## config.mk

```make
export PLATFORM = sky130hd
export DESIGN_NAME = sasm_top
export DESIGN_NICKNAME = d
export VERILOG_FILES = /design/src/core/sasm_pkg.sv /design/src/core/sasm_clk_div.sv /design/src/core/sasm_amux_decode.sv /design/src/core/sasm_top.sv
export SDC_FILE = /design/constraint.sdc
export NUM_CORES = 1
export LEC_CHECK = 0
export ABC_AREA = 1
export ABC_CLOCK_PERIOD_IN_PS = 1800
export BUFFER_PORTS_ARGS = -buffer_cell sky130_fd_sc_hd__buf_2
export CORE_MARGIN = 10
export CORE_UTILIZATION = 43
export DETAILED_ROUTE_END_ITERATION = 16
export HOLD_SLACK_MARGIN = 0.05
export PLACE_DENSITY = 0.63
export SYNTH_ARGS = -nofsm -noshare
export SYNTH_HDL_FRONTEND = slang
export SYNTH_SLANG_ARGS = --single-unit
export TNS_END_PERCENT = 1
```

## constraint.sdc

```tcl
create_clock -name ref_clk -period 1.8 [get_ports ref_clk]
set_input_delay 0.18 -clock ref_clk [delete_from_list [all_inputs] [get_ports ref_clk]]
set_output_delay 0.18 -clock ref_clk [all_outputs]
set_load 0.02 [all_outputs]
```

## src/core/sasm_pkg.sv

```systemverilog
// Overview of operation
// - Conversion clock divides system clock by 1..16
// - One of four start sources starts conversion
// - Busy bit high for whole conversion
// - Busy falling edge at completion, not on abort, sets done, requests interrupt
// - Result left or right aligned by justify
// - Track mode zero: track except while converting
// - Track mode one: software start tracks three SAR clocks first
// - Track mode one: Timer 3 start tracks three SAR clocks
// - Track mode one: external mode tracks only while pin low
// - Track mode one: Timer 2 start tracks three SAR clocks
// - Tracking shut down during chip standby
// - Pair bit one makes even-positive differential pair
// - Upper four mux register bits read zero
// - Differential results two's complement, single-ended unsigned
// - Channel codes pick input, pair or temperature
// - All pairs single-ended after reset
// - Converter active only while enable bit set
// - Source codes 00 sw, 01 T3, 10 ext, 11 T2
// - Done flag sticky, cleared only by software
package sasm_pkg;
    // Special function register addresses
    localparam logic [7:0] ADDR_PAIR_CFG = 8'hBA;
    localparam logic [7:0] ADDR_CHAN_SEL = 8'hBB;
    localparam logic [7:0] ADDR_CONV_CFG = 8'hBC;
    localparam logic [7:0] ADDR_RES_LOW = 8'hBE;
    localparam logic [7:0] ADDR_RES_HIGH = 8'hBF;
    localparam logic [7:0] ADDR_CONV_CTL = 8'hE8;
    // Reset values
    localparam logic [7:0] CFG_RESET = 8'h60;
    localparam logic [7:0] CTL_RESET = 8'h00;
    localparam logic [7:0] MUX_RESET = 8'h00;
    // Control register fields
    localparam int CTL_EN = 7;
    localparam int CTL_TM = 6;
    localparam int CTL_DONE = 5;
    localparam int CTL_BUSY = 4;
    localparam int CTL_SRC_HI = 3;
    localparam int CTL_SRC_LO = 2;
    localparam int CTL_WIN = 1;
    localparam int CTL_LJ = 0;
    // Configuration register fields; bits 4-3 unused
    localparam int CFG_SCALE_HI = 7;
    localparam int CFG_SCALE_LO = 5;
    localparam int CFG_GAIN_HI = 2;
    localparam logic [7:0] CFG_MASK = 8'hE7;
    // Mux registers keep only the low nibble
    localparam logic [7:0] MUX_MASK = 8'h0F;
    // Start source encodings
    localparam logic [1:0] SRC_SW = 2'h0;
    localparam logic [1:0] SRC_T3 = 2'h1;
    localparam logic [1:0] SRC_EXT = 2'h2;
    localparam logic [1:0] SRC_T2 = 2'h3;
    // Low-power track window in SAR clocks
    localparam logic [1:0] TRACK_CLOCKS = 2'h3;
    // Temperature sensor mux code
    localparam logic [3:0] MUX_TEMP = 4'h8;
endpackage : sasm_pkg

```

## src/core/sasm_clk_div.sv

```systemverilog
`timescale 1ns/1ps
// SAR clock enable derived from the system clock
module sasm_clk_div (
    input wire logic ref_clk,
    input wire logic sys_rst,
    input wire logic [2:0] scale,
    output logic sar_tick
);
    logic [3:0] div_cnt; // Cycles since last tick

    // Terminal count: 0,1,3,7, then 15 for any 1xx code
    function automatic logic [3:0] sasm_limit(input logic [2:0] s);
        case (s)
            3'h0: sasm_limit = 4'h0;
            3'h1: sasm_limit = 4'h1;
            3'h2: sasm_limit = 4'h3;
            3'h3: sasm_limit = 4'h7;
            default: sasm_limit = 4'hF;
        endcase
    endfunction : sasm_limit

    // Free-running divider; >= so a smaller scale never overruns
    always_ff @(posedge ref_clk) begin
        if (sys_rst) begin
            div_cnt <= 4'h0;
            sar_tick <= 1'b0;
        end else if (div_cnt >= sasm_limit(scale)) begin
            div_cnt <= 4'h0;
            sar_tick <= 1'b1;
        end else begin
            div_cnt <= div_cnt + 4'h1;
            sar_tick <= 1'b0;
        end
    end
endmodule : sasm_clk_div

```

## src/core/sasm_amux_decode.sv

```systemverilog
`timescale 1ns/1ps
// Analog multiplexer channel decode
module sasm_amux_decode (
    input wire logic [3:0] pair_cfg,
    input wire logic [3:0] chan_sel,
    output logic [3:0] pos_sel,
    output logic [2:0] neg_sel,
    output logic diff,
    output logic temp
);
    // Pure decode; the top registers the results
    always_comb begin
        pos_sel = chan_sel;
        neg_sel = 3'h0;
        diff = 1'b0;
        temp = chan_sel[3];
        if (chan_sel[3]) begin
            pos_sel = sasm_pkg::MUX_TEMP;
        end else if (pair_cfg[chan_sel[2:1]]) begin
            // Even input positive, odd negative; odd code alike
            pos_sel = {1'b0, chan_sel[2:1], 1'b0};
            neg_sel = {chan_sel[2:1], 1'b1};
            diff = 1'b1;
        end
    end
endmodule : sasm_amux_decode

```

## src/core/sasm_top.sv

```systemverilog
`timescale 1ns/1ps
// Sequencer around a successive-approximation converter
module sasm_top #(
    parameter int CONV_CLOCKS = 16 // SAR clocks of bit decisions
) (
    input wire logic ref_clk,
    input wire logic sys_rst,
    input wire logic [7:0] sfr_addr,
    input wire logic [7:0] sfr_wdata,
    input wire logic sfr_wr,
    input wire logic sfr_rd,
    output logic [7:0] sfr_rdata,
    input wire logic timer2_ovf,
    input wire logic timer3_ovf,
    input wire logic ext_convert_start,
    input wire logic chip_standby,
    input wire logic irq_enable,
    input wire logic [11:0] core_result,
    output logic conv_irq,
    output logic sar_clk_en,
    output logic track_on,
    output logic hold_convert,
    output logic converter_enable,
    output logic [2:0] pga_gain,
    output logic [3:0] amux_pos,
    output logic [2:0] amux_neg,
    output logic amux_diff,
    output logic amux_temp
);
    typedef enum logic [1:0] {
        SASM_IDLE,
        SASM_TRACK,
        SASM_CONV
    } sasm_state_t;

    sasm_state_t st; // Sequencer state
    sasm_state_t next_st; // Next sequencer state
    logic [7:0] converter_config_reg; // Scale and gain
    logic [7:0] converter_control_reg; // Stored control bits
    logic [7:0] input_pair_config; // Pair modes, low nibble
    logic [7:0] channel_select; // Channel code, low nibble
    logic [7:0] result_high; // Justified result, upper byte
    logic [7:0] result_low; // Justified result, lower byte
    logic conversion_done_flag; // Sticky completion flag
    logic conversion_busy; // Busy view of the sequencer
    logic [7:0] conv_cnt; // SAR clocks spent converting
    logic [1:0] trk_cnt; // SAR clocks spent tracking
    logic ext_q; // Previous pin level
    logic ext_rise; // Rising edge on the pin
    logic sar_tick; // One SAR clock period elapsed
    logic start_req; // Selected source fired
    logic wr_ctl; // Write to control register
    logic sw_start; // Software start strobe
    logic busy_fall; // Conversion just ended
    logic next_track; // Next tracking level
    logic en; // Converter enable bit
    logic tm; // Low-power track mode bit
    logic [1:0] src; // Start source field
    logic [3:0] dec_pos; // Decoded positive input
    logic [2:0] dec_neg; // Decoded negative input
    logic dec_diff; // Decoded differential flag
    logic dec_temp; // Decoded temperature select

    // Named fields of the control register
    assign en = converter_control_reg[sasm_pkg::CTL_EN];
    assign tm = converter_control_reg[sasm_pkg::CTL_TM];
    assign src = converter_control_reg[sasm_pkg::CTL_SRC_HI:
                                       sasm_pkg::CTL_SRC_LO];
    assign wr_ctl = sfr_wr && (sfr_addr == sasm_pkg::ADDR_CONV_CTL);
    assign sw_start = wr_ctl && sfr_wdata[sasm_pkg::CTL_BUSY];
    assign conversion_busy = (st != SASM_IDLE);
    // An abort by clearing enable is not a completion: no done, no result
    assign busy_fall = (st == SASM_CONV) && (next_st == SASM_IDLE)
        && en;
    assign converter_enable = en;

    // SAR clock enable from the programmable divider
    sasm_clk_div u_div (
        .ref_clk(ref_clk),
        .sys_rst(sys_rst),
        .scale(converter_config_reg[sasm_pkg::CFG_SCALE_HI:
                                    sasm_pkg::CFG_SCALE_LO]),
        .sar_tick(sar_tick)
    );
    assign sar_clk_en = sar_tick;

    // Multiplexer decode from the two mux registers
    sasm_amux_decode u_amux (
        .pair_cfg(input_pair_config[3:0]),
        .chan_sel(channel_select[3:0]),
        .pos_sel(dec_pos),
        .neg_sel(dec_neg),
        .diff(dec_diff),
        .temp(dec_temp)
    );

    // Pin is synchronous already; one flop finds the edge
    always_ff @(posedge ref_clk) begin
        if (sys_rst) begin
            ext_q <= ext_convert_start; // Pin high in reset is no edge
        end else begin
            ext_q <= ext_convert_start;
        end
    end
    assign ext_rise = ext_convert_start && !ext_q;

    // Exactly one source counts; the others are ignored
    always_comb begin
        case (src)
            sasm_pkg::SRC_SW: start_req = sw_start;
            sasm_pkg::SRC_T3: start_req = timer3_ovf;
            sasm_pkg::SRC_EXT: start_req = ext_rise;
            default: start_req = timer2_ovf;
        endcase
    end

    // Sequencer: triggers while busy are dropped, not queued
    always_comb begin
        next_st = st;
        case (st)
            SASM_IDLE: begin
                if (en && start_req) begin
                    // Low-power mode needs a fresh track window,
                    // except the pin mode which tracked while low
                    if (tm && src != sasm_pkg::SRC_EXT) begin
                        next_st = SASM_TRACK;
                    end else begin
                        next_st = SASM_CONV;
                    end
                end
            end
            SASM_TRACK: begin
                if (sar_tick && trk_cnt == sasm_pkg::TRACK_CLOCKS
                        - 2'h1) begin
                    next_st = SASM_CONV;
                end
            end
            default: begin
                if (sar_tick && conv_cnt == 8'(CONV_CLOCKS - 1)) begin
                    next_st = SASM_IDLE;
                end
            end
        endcase
        if (!en) begin
            next_st = SASM_IDLE;
        end
    end

    // State register
    always_ff @(posedge ref_clk) begin
        if (sys_rst) begin
            st <= SASM_IDLE;
        end else begin
            st <= next_st;
        end
    end

    // SAR clock counters for the track and convert phases
    always_ff @(posedge ref_clk) begin
        if (sys_rst || st == SASM_IDLE) begin
            trk_cnt <= 2'h0;
            conv_cnt <= 8'h0;
        end else if (sar_tick && st == SASM_TRACK) begin
            trk_cnt <= trk_cnt + 2'h1;
        end else if (sar_tick && st == SASM_CONV) begin
            conv_cnt <= conv_cnt + 8'h1;
        end
    end

    // Track-and-hold control; standby overrides every mode
    always_comb begin
        if (!en || chip_standby) begin
            next_track = 1'b0;
        end else if (!tm) begin
            next_track = (next_st != SASM_CONV);
        end else if (src == sasm_pkg::SRC_EXT) begin
            // Held in low power while the pin is high
            next_track = !ext_convert_start
                && next_st == SASM_IDLE;
        end else begin
            next_track = (next_st == SASM_TRACK);
        end
    end

    // Analog-facing outputs from flops
    always_ff @(posedge ref_clk) begin
        if (sys_rst) begin
            track_on <= 1'b0;
            hold_convert <= 1'b0;
            amux_pos <= 4'h0;
            amux_neg <= 3'h0;
            amux_diff <= 1'b0;
            amux_temp <= 1'b0;
        end else begin
            track_on <= next_track;
            hold_convert <= (next_st == SASM_CONV);
            amux_pos <= dec_pos;
            amux_neg <= dec_neg;
            amux_diff <= dec_diff;
            amux_temp <= dec_temp;
        end
    end
    assign pga_gain = converter_config_reg[sasm_pkg::CFG_GAIN_HI:0];

    // Configuration and mux registers; unused bits never stored
    always_ff @(posedge ref_clk) begin
        if (sys_rst) begin
            converter_config_reg <= sasm_pkg::CFG_RESET;
            input_pair_config <= sasm_pkg::MUX_RESET;
            channel_select <= sasm_pkg::MUX_RESET;
        end else if (sfr_wr) begin
            if (sfr_addr == sasm_pkg::ADDR_CONV_CFG) begin
                converter_config_reg <= sfr_wdata & sasm_pkg::CFG_MASK;
            end else if (sfr_addr == sasm_pkg::ADDR_PAIR_CFG) begin
                input_pair_config <= sfr_wdata & sasm_pkg::MUX_MASK;
            end else if (sfr_addr == sasm_pkg::ADDR_CHAN_SEL) begin
                channel_select <= sfr_wdata & sasm_pkg::MUX_MASK;
            end
        end
    end

    // Control register; busy bit is never stored, it is the state
    always_ff @(posedge ref_clk) begin
        if (sys_rst) begin
            converter_control_reg <= sasm_pkg::CTL_RESET;
        end else if (wr_ctl) begin
            converter_control_reg <= sfr_wdata
                & ~(8'h1 << sasm_pkg::CTL_BUSY);
        end
    end

    // Done flag: completion beats a same-cycle software clear
    always_ff @(posedge ref_clk) begin
        if (sys_rst) begin
            conversion_done_flag <= 1'b0;
        end else if (busy_fall) begin
            conversion_done_flag <= 1'b1;
        end else if (wr_ctl) begin
            conversion_done_flag <= sfr_wdata[sasm_pkg::CTL_DONE];
        end
    end

    // Interrupt request pulse on each completion when enabled
    always_ff @(posedge ref_clk) begin
        if (sys_rst) begin
            conv_irq <= 1'b0;
        end else begin
            conv_irq <= busy_fall && irq_enable;
        end
    end

    // Result capture; sign extension only for differential inputs
    always_ff @(posedge ref_clk) begin
        if (sys_rst) begin
            result_high <= 8'h00;
            result_low <= 8'h00;
        end else if (busy_fall) begin
            if (converter_control_reg[sasm_pkg::CTL_LJ]) begin
                result_high <= core_result[11:4];
                result_low <= {core_result[3:0], 4'h0};
            end else begin
                result_high <= {{4{amux_diff && core_result[11]}},
                                core_result[11:8]};
                result_low <= core_result[7:0];
            end
        end
    end

    // Read port: one cycle latency, unmapped addresses read zero
    always_ff @(posedge ref_clk) begin
        if (sys_rst) begin
            sfr_rdata <= 8'h00;
        end else if (sfr_rd) begin
            if (sfr_addr == sasm_pkg::ADDR_CONV_CTL) begin
                sfr_rdata <= {converter_control_reg[7:6],
                              conversion_done_flag, conversion_busy,
                              converter_control_reg[3:0]};
            end else if (sfr_addr == sasm_pkg::ADDR_CONV_CFG) begin
                sfr_rdata <= converter_config_reg;
            end else if (sfr_addr == sasm_pkg::ADDR_PAIR_CFG) begin
                sfr_rdata <= input_pair_config;
            end else if (sfr_addr == sasm_pkg::ADDR_CHAN_SEL) begin
                sfr_rdata <= channel_select;
            end else if (sfr_addr == sasm_pkg::ADDR_RES_HIGH) begin
                sfr_rdata <= result_high;
            end else if (sfr_addr == sasm_pkg::ADDR_RES_LOW) begin
                sfr_rdata <= result_low;
            end else begin
                sfr_rdata <= 8'h00;
            end
        end
    end
endmodule : sasm_top

```

# Yosys cells after proc, flatten, opt, wreduce, memory -nomap -nowiden
# Cells that the tools add are included.
# Widths: inputs -> output; s select.
[totals]
ramBits = 0
output_inout_bits = 25
mem_bits_ro = 0
n_memories = 0
register_bits = 76
latch_bits = 0
input_bits = 37
[classes]
n_addsub = 3
reduce_logical = 34
n_bitwise = 4
multipliers = 0
mux = 28
n_lt_le_gt_ge = 2
div_mod_pow = 0
n_shift = 0
n_eq_ne = 19
[ops]
columns = ["cell", "count"]
rows = [
  ["$mux 8", 8],
  ["$eq 8x8->1 const B", 6],
  ["$pmux 4 s4", 1],
  ["$logic_and 1x1->1", 14],
  ["$mux 2", 5],
  ["$mux 1", 9],
  ["$add 8x1->8 const B", 1],
  ["$eq 2x2->1 const B", 4],
  ["$eq 8x4->1 const B", 1],
  ["$mux 4", 2],
  ["$eq 2x1->1 const B", 3],
  ["$eq 3x2->1 const B", 2],
  ["$logic_not 2->1", 3],
  ["$reduce_or 2->1", 3],
  ["$reduce_or 3->1", 2],
  ["$add 4x1->4 const B", 1],
  ["$ge 4x4->1", 1],
  ["$ne 2x2->1 const B", 2],
  ["$not 1->1", 4],
  ["$pmux 2 s2", 1],
  ["$reduce_and 2->1", 2],
  ["$reduce_and 4->1", 1],
  ["$reduce_bool 2->1", 2],
  ["$eq 3x1->1 const B", 1],
  ["8 further kinds", 11],
]

# Longest topological paths before layout
# Gate-level depths: netlist of the first run.
[depth]
word_depth = 12
depth_mapped = 15
ltp_nobuf = 14

# Cells and area by module
# From an unflattened synthesis of the first run, not the netlist that was laid out.
[hier_totals]
cells_unflattened = 545
area_unflattened_um2 = 3689.8
[by_module_without_submodules]
columns = ["mod", "area_each_um2", "n_inst", "cells_each"]
rows = [
  ["sasm_top", 3264.4, 1, 480],
  ["sasm_clk_div", 305.3, 1, 40],
  ["sasm_amux_decode", 120.1, 1, 25],
]

# Least setup slack after synthesis of the first run
# No wires, ideal clock.
[synth_timing]
path_type = "reg2reg"
from = "register u_div.sar_tick"
to = "register conv_cnt[7]"
stages_incl_launch_ff = 12
arrival_ps = 1361
synth_period_minus_slack_ps = 1476
setup_ps = 115
setup_slack_ps = 324
t_required_ps = 1685
n_path_buf = 0
path_cell_list = "dfxtp_1 nand2_1 nor2_2 nand4_1 inv_1 nand2_1 inv_2 nand3_1 nor2_1 nand2_1 nand2_1 o21ba_2"
[synth_via]
elab_chain_len = 3
[synth_rtl]
columns = ["element", "line_no", "rtl"]
rows = [
  ["from (decl)", "sasm_clk_div.sv:7", "output logic sar_tick"],
  ["from (signal assigned)", "sasm_clk_div.sv:26", "sar_tick <= 1'b0;"],
  ["from (signal assigned)", "sasm_clk_div.sv:29", "sar_tick <= 1'b1;"],
  ["from (signal assigned)", "sasm_clk_div.sv:32", "sar_tick <= 1'b0;"],
  ["$logic_and 1x1->1", "sasm_top.sv:163", "end else if (sar_tick && st == SASM_TRACK) begin"],
  ["$not 1->1 (no source line)", "--", ""],
  ["$reduce_and 2->1 (no source line) (*)", "--", ""],
  ["to (signal assigned)", "sasm_top.sv:166", "conv_cnt <= conv_cnt + 8'h1;"],
  ["to (decl)", "sasm_top.sv:46", "logic [7:0] conv_cnt;"],
]
# Every way passes the cells marked *; elsewhere a longest branch is shown, timed or not.
# A chain may end at the register's enable or synchronous reset.

# Worst setup path after layout of the first run
[layout_timing]
from = "register conv_cnt[1]"
to = "register result_low[3]"
[layout_via]
elab_chain_len = 8
[layout_rtl]
columns = ["element", "line_no", "rtl"]
rows = [
  ["$eq 8x4->1", "sasm_top.sv:139", "if (sar_tick && conv_cnt == 8'(CONV_CLOCKS - 1)) begin"],
  ["$logic_and 1x1->1", "sasm_top.sv:139", ""],
  ["$mux 2", "sasm_top.sv:139", ""],
  ["$pmux 2 s2", "sasm_top.sv:120", "case (st)"],
  ["$mux 2", "sasm_top.sv:144", "if (!en) begin"],
  ["$logic_not 2->1", "sasm_top.sv:73", "assign busy_fall = (st == SASM_CONV) && (next_st == SASM_IDLE)"],
  ["$logic_and 1x1->1", "sasm_top.sv:73", ""],
  ["$logic_and 1x1->1", "sasm_top.sv:74", "&& en;"],
  ["to (signal assigned)", "sasm_top.sv:260", "result_low <= {core_result[3:0], 4'h0};"],
  ["to (signal assigned)", "sasm_top.sv:264", "result_low <= core_result[7:0];"],
  ["to (decl)", "sasm_top.sv:43", "logic [7:0] result_low;"],
]
# No other way between the ends.

==> impl_results.md, run 1 <==
* Run status: complete, no violations
* Ys Warns at 0
* Netlist cell types at 34
* Max Clock Freq at ~0.6 GHz
* Synth Net Count at 541
* Buf/Inv on CP at 1
* Clk_skew at 0.0122 ns
* Worst Max-Slew Pin Slew at 0.550 ns
* Post-layout util at ~53%
* Pre-antenna DRT Iters at 4
* Final ANT Viol Nets at 0
* Pin count of the biggest net entering global routing at 31
* Post-Route WL at 8690 um
* H-tree depth at 3
* Max-cap viol count at 0
* Initial antenna violation count at 0
* Antenna diodes at 0
* Clk sink count at 73
* Clock buffer count from CTS at 9
* Post-synthesis sequential area ratio at 42.4%
* Vias per cell at 4.78
* Rows at 32
* Vias in the first global route at 2968
* Die height at between 100 and 150 um
* Area leader, netlist: dfxtp_1
* Crit path launch type: register
* Final Critical Period at 1.63 ns
* CP max stage delay at ~0.36 ns
* Final period util at 90.4%
* Avg Cell Area, Syn at 6.94 um2
* Die ar. at about 12000 um2
* Critical Path End Type: register
* Proportion of layout cells with a drive suffix above 1 at ~20%
* Max-slew violations at 0
* Slowest CP cell: dfxtp_1
* Maximum clock insertion buffer count at 2
* Post-synth top area share at 42.4%
* Num ports at 62
* # fillers at 789
* Worst skew pair latency at around 0.34 ns
* Final setup viols at 0
* Worst VDD drop at 0.000364 V
* Hold Path Class: input port to register
* RSZ-0062 raised after global routing: yes
* Layout Nets at a little over 600
* GRT Overall Usage at 14.6%
* Initial Util at 44.4%
* Top post-synthesis cells by area: dfxtp_1, nand2_1, nor2_1
* Setup CP Type: register to register
* Prevailing post-synth register cell: dfxtp_1
* Via count at 3213
* Root buf cell: clkbuf_8
* Postcts setup bufs at 0
* GPL Wtd Cong at 0.904
* DRT iter0 DRCs at 155
* Seq cells post-synth at 73
* Hold WS at 0.0729 ns
* Relative slew slack at between 60% and 70%
* Core footprint at 7770 um2
* Drt wl/cell at 12.9 um
* CTS tree: yes
* First-pass GRT wire length at 14000 um
* CP dominant cell by count: nor2_1
* Syn Inst Count at 497
* HPWL after DPL at 6690 um
* Final-report hold violation count at 0
* Delay-heaviest family, CP: simple AND/OR/NAND/NOR gates
* Async set-reset flop share out of synthesis at 0%
* Pwr/cell area at 790 nW/um2
* Cell area after synthesis at 3450 um2
* Peak fanout along the critical path at 30
* Reg clk slew, reported paths at 0.08 ns
* Worst-path cell chain: ha_1 > nand3_1 > nor2_1 > nand4_1 > nand2_1 > inv_1 > nand2_4 > nand2_8 > a21oi_1 > nor2_1
* Post-synth EDFFs at 0
* WP data required at 2.03 ns
* LEAKAGE at 0.00190 uW
* DR DRC count at 0
* Arrival @ worst endpoint at 1.86 ns
* Port bufs at 61
* Die Wd at between 100 and 150 um
* Grt total ovfl at 0
* Area grow syn2layout at 19.9%
## cell usage after synthesis (all sizes together) (2+ instances only)
| cell type | instances |
|---|---|
| dfxtp | 73 |
| ha | 7 |
| nand2 | 124 |
| nand3 | 22 |
| clkbuf | 7 |
| nor2 | 71 |
| o211ai | 2 |
| inv | 62 |
| a21oi | 46 |
| buf | 11 |
| o21ai | 47 |
| nor3 | 7 |
| nand4 | 8 |
## power by group
part	total [uW]	internal [uW]	switching, uW
clock network	1450	852	600
logic	177	69.7	107
registers	1640	1630	9.63
## kinds of logic (layout without fill, tap and decap cells)
kind of cell	Yosys count	in the layout	synth area share [%]
xor gates and xnor gates	2	2	0.508
adders and majority gates	7	7	2.54
and+or+nand+nor	234	234	29.2
AOI/OAI and AO/OA	100	100	15.3
buffers and inverters	81	154	10.1
DFF	73	73	42.4
## placed cells by master (no fill, tap or decap), types with 3 or more instances in the layout
cell type  count
buf_4         12
nand4_1        8
o21ai_1        6
nor3_1         4
clkbuf_8      11
nor2_2         3
inv_1         58
nand3_1       20
a21oi_1       43
inv_2          4
dfxtp_1       72
o21ai_0       41
a21oi_2        3
ha_1           7
buf_2         61
nand2_1      119
nor2_1        68
## tightest hold or removal path, stage by stage
cell and delay [ns]:
buf_2 0.07, nor2_1 0.03, nand2_1 0.05, a21oi_1 0.03
## final timing paths
| path | start | to | slack (ns) | cells after the start |
|---|---|---|---|---|
| max reg2reg | conv_cnt[1] | result_low[3] | 0.17 | 10 |
| min reg2reg | sfr_rdata[0] | sfr_rdata[0] | 0.46 | 2 |
| min | chip_standby | track_on | 0.07 | 4 |
| max | conv_cnt[1] | result_low[3] | 0.17 | 10 |
## metrics by stage
step                      setup slack, ns  instances  setup TNS (ns)  total power, uW  cell area (um2)
final                               0.173        672               0             3260             4130
after global placement              0.121        654               0             1850             3860
after floorplan                     0.324        497               0             1770             3450
after CTS                          0.0736        672               0             3300             4110
after detailed placement           0.0914        654               0             1850             3860
after global routing            -0.000229        672       -0.000229             3390             4130
## metal layers
metal / up-vias / wire length (um) / track usage, % / part of all wire, %
met2: 88 / 3870 / 21.7 / 45
met4: 0 / 47 / 4.74 / 0.54
met5: - / 0 / 0 / 0
met1: 1396 / 4120 / 19.5 / 47
met3: 4 / 655 / 4.92 / 7.5
li1: 1725 / - / - / -
## layout make-up
class,count,area [um2],area share [%]
clock buffer,11,151,3.66
timing repair buffer,75,415,10.1
inverter,63,236,5.72
sequential,73,1460,35.4
multi-input combinational,343,1660,40.2
clock inverter,5,77.6,1.88
tap,102,128,3.09
## what timing repair did
item	in CTS	in global routing
endpoints found under the hold margin	2	0
hold buffers	2	0
endpoints found under the setup margin	0	17
gates resized for setup	0	6
Note: power is estimated with default switching activity, not from simulation.
==> inputs of run 2 (changes only) <==
--- a/config.mk
+++ b/config.mk
@@ -8,11 +8,13 @@
 export ABC_AREA = 1
 export ABC_CLOCK_PERIOD_IN_PS = 1800
 export BUFFER_PORTS_ARGS = -buffer_cell sky130_fd_sc_hd__buf_2
+export CAP_MARGIN = 20
 export CORE_MARGIN = 10
-export CORE_UTILIZATION = 43
+export CORE_UTILIZATION = 40
 export DETAILED_ROUTE_END_ITERATION = 16
 export HOLD_SLACK_MARGIN = 0.05
-export PLACE_DENSITY = 0.63
+export PLACE_DENSITY = 0.59
+export RECOVER_POWER = 25
 export SYNTH_ARGS = -nofsm -noshare
 export SYNTH_HDL_FRONTEND = slang
 export SYNTH_SLANG_ARGS = --single-unit
==> run 2 against run 1 <==
Die area rose by 6.1%. Combinational power up 3%. First-iteration DRC count increased by 26%.
==> impl_results.md, run 2 (synthesis gave the netlist of run 1 again) <==
* Clk_skew at 0.00696 ns
* Max Clock Freq at 0.618 GHz
* Final Critical Period at 1.62 ns
* Reg clk slew, reported paths at about 0.080 ns
* Peak fanout along the critical path at 15
* Setup CP Type: register to register
* Setup TNS at 0 ns
* Critical Path End Type: register
* Sw Pwr at 760 uW
* CTS tree: yes
* First-pass GRT wire length at 14800 um
* Crit path launch type: register
* Clock power frac at approximately 42%
* Clk sink count at between 70 and 80
* Post-layout util at 49.6%
* Worst VDD drop at a little under 0.0003 V
* Via count at around 3300
* Initial antenna violation count at 0
* Worst Max-Slew Pin Slew at between 0.6 and 0.7 ns
* Pre-antenna DRT Iters at 4
* H-tree depth at 3
* Proportion of layout cells with a drive suffix above 1 at 16.9%
* LEAKAGE at ~0.0018 uW
* Port bufs at 61
* Worst reg2reg path depth at 10
* Commonest non-fill, non-tap cell in the layout: nand2_1
* Layout Nets at around 600
* Run status: complete, no violations
* Final ANT Viol Nets at 0
* R2R Setup Slk at 0.18 ns
* Die ar. at 12700 um2
* Die Wd at 113 um
* Grt total ovfl at 0
* Pin count of the biggest net entering global routing at 36
* Final period util at 89.9%
* Cell internal pwr at 2380 uW
* Hold Path Class: input port to register
* Sw Ratio at 24.2%
* Area grow syn2layout at 19.5%
* Clock buffer count from CTS at 9
* WP data required at between 2 and 2.5 ns
* Worst skew pair latency at 0.35 ns
* Vias per cell at roughly 4.8
* RSZ-0062 raised after global routing: yes
* Maximum clock insertion buffer count at 2
* Pwr Total at 3140 uW
* Initial Util at 41.5%
* Final setup viols at 0
* Antenna diodes at 0
* Num ports at 62
* HPWL after DPL at around 6900 um
* Rows at 33
* Vias in the first global route at 3164
* GPL Wtd Cong at between 0.8 and 0.9
* DRT iter0 DRCs at 195
* Highest-count cells in the layout ignoring fill and taps: nand2_1, dfxtp_1, nor2_1, inv_1
* Drt wl/cell at 13.3 um
* Relative slew slack at 57.1%
* Final-report hold violation count at 0
* Sequential power share at 52.2%
* Arrival @ worst endpoint at 1.86 ns
* Pwr/cell area at roughly 760 nW/um2
* Root buf cell: clkbuf_8
* DR DRC count at 0
* Max-slew violations at 0
* Hold depth at 3
* GRT Overall Usage at 13.8%
* Post-Route WL at 9020 um
* Max-cap viol count at 0
* Logic gate share of total power at 5.8%
* Core footprint at 8300 um2
* Die height at 113 um
==> run 2: path summary, 6_finish.rpt <==
check,start,end
max,conv_cnt[1],result_low[4]
min,core_result[0],result_low[0]
max reg2reg,conv_cnt[1],result_low[4]
min reg2reg,sfr_rdata[2],sfr_rdata[2]
==> run 2: repair_timing <==
item / CTS / global route
endpoints found under the setup margin: 0 / 17
endpoints found under the hold margin: 3 / 0
hold buffers: 3 / 0
buffers inserted: 0 / 1
resized for setup: 0 / 6
==> run 2: cell type report <==
class,instances,area [um2]
fillers,885,4180
repair buffers,78,418
well taps,105,131
multi-input cells,344,1660
clock buffers,10,138
clock inverters,6,67.6
inverters,63,236
flip-flops and latches,73,1460
==> run 2: routing by layer <==
layer  part of all wire (%)  GRT usage (%)  wire [um]  vias to the layer above
met5                      0              0          0                        -
met2                     43           20.9       3830                       86
li1                       -              -          -                     1738
met4                    1.9           5.50        167                        0
met3                    6.0           3.59        540                       13
met1                     50           18.2       4470                     1452
==> run 2: per-stage QoR <==
step	hold slack, ns	cell area [um2]	worst slack, ns	instances
finish	0.0822	4120	0.181	679
global route	0.0938	4120	0.00735	679
CTS	0.0719	4110	0.0295	677
detailed placement	0.304	3870	0.0575	658
global placement	0.307	3870	0.104	658
floorplan	0.208	3450	0.324	497
==> run 2: power groups by stage <==
stage	Clock [uW]	Combinational, uW	Sequential [uW]
after floorplan	0	88.9	1680
after global placement	0	176	1670
after global routing	1410	208	1640
final	1320	182	1640
after detailed placement	0	178	1670
after CTS	1360	184	1640
==> run 2: critical path, stage by stage, from the launching register on <==
cell and delay, ns:
dfxtp_1 0.35, ha_1 0.18, nand3_1 0.10, nor2_2 0.11
nand4_1 0.09, nand2_1 0.10, inv_1 0.08, nand2_4 0.15
nand2_4 0.15, nor2_1 0.15, nor2_1 0.06
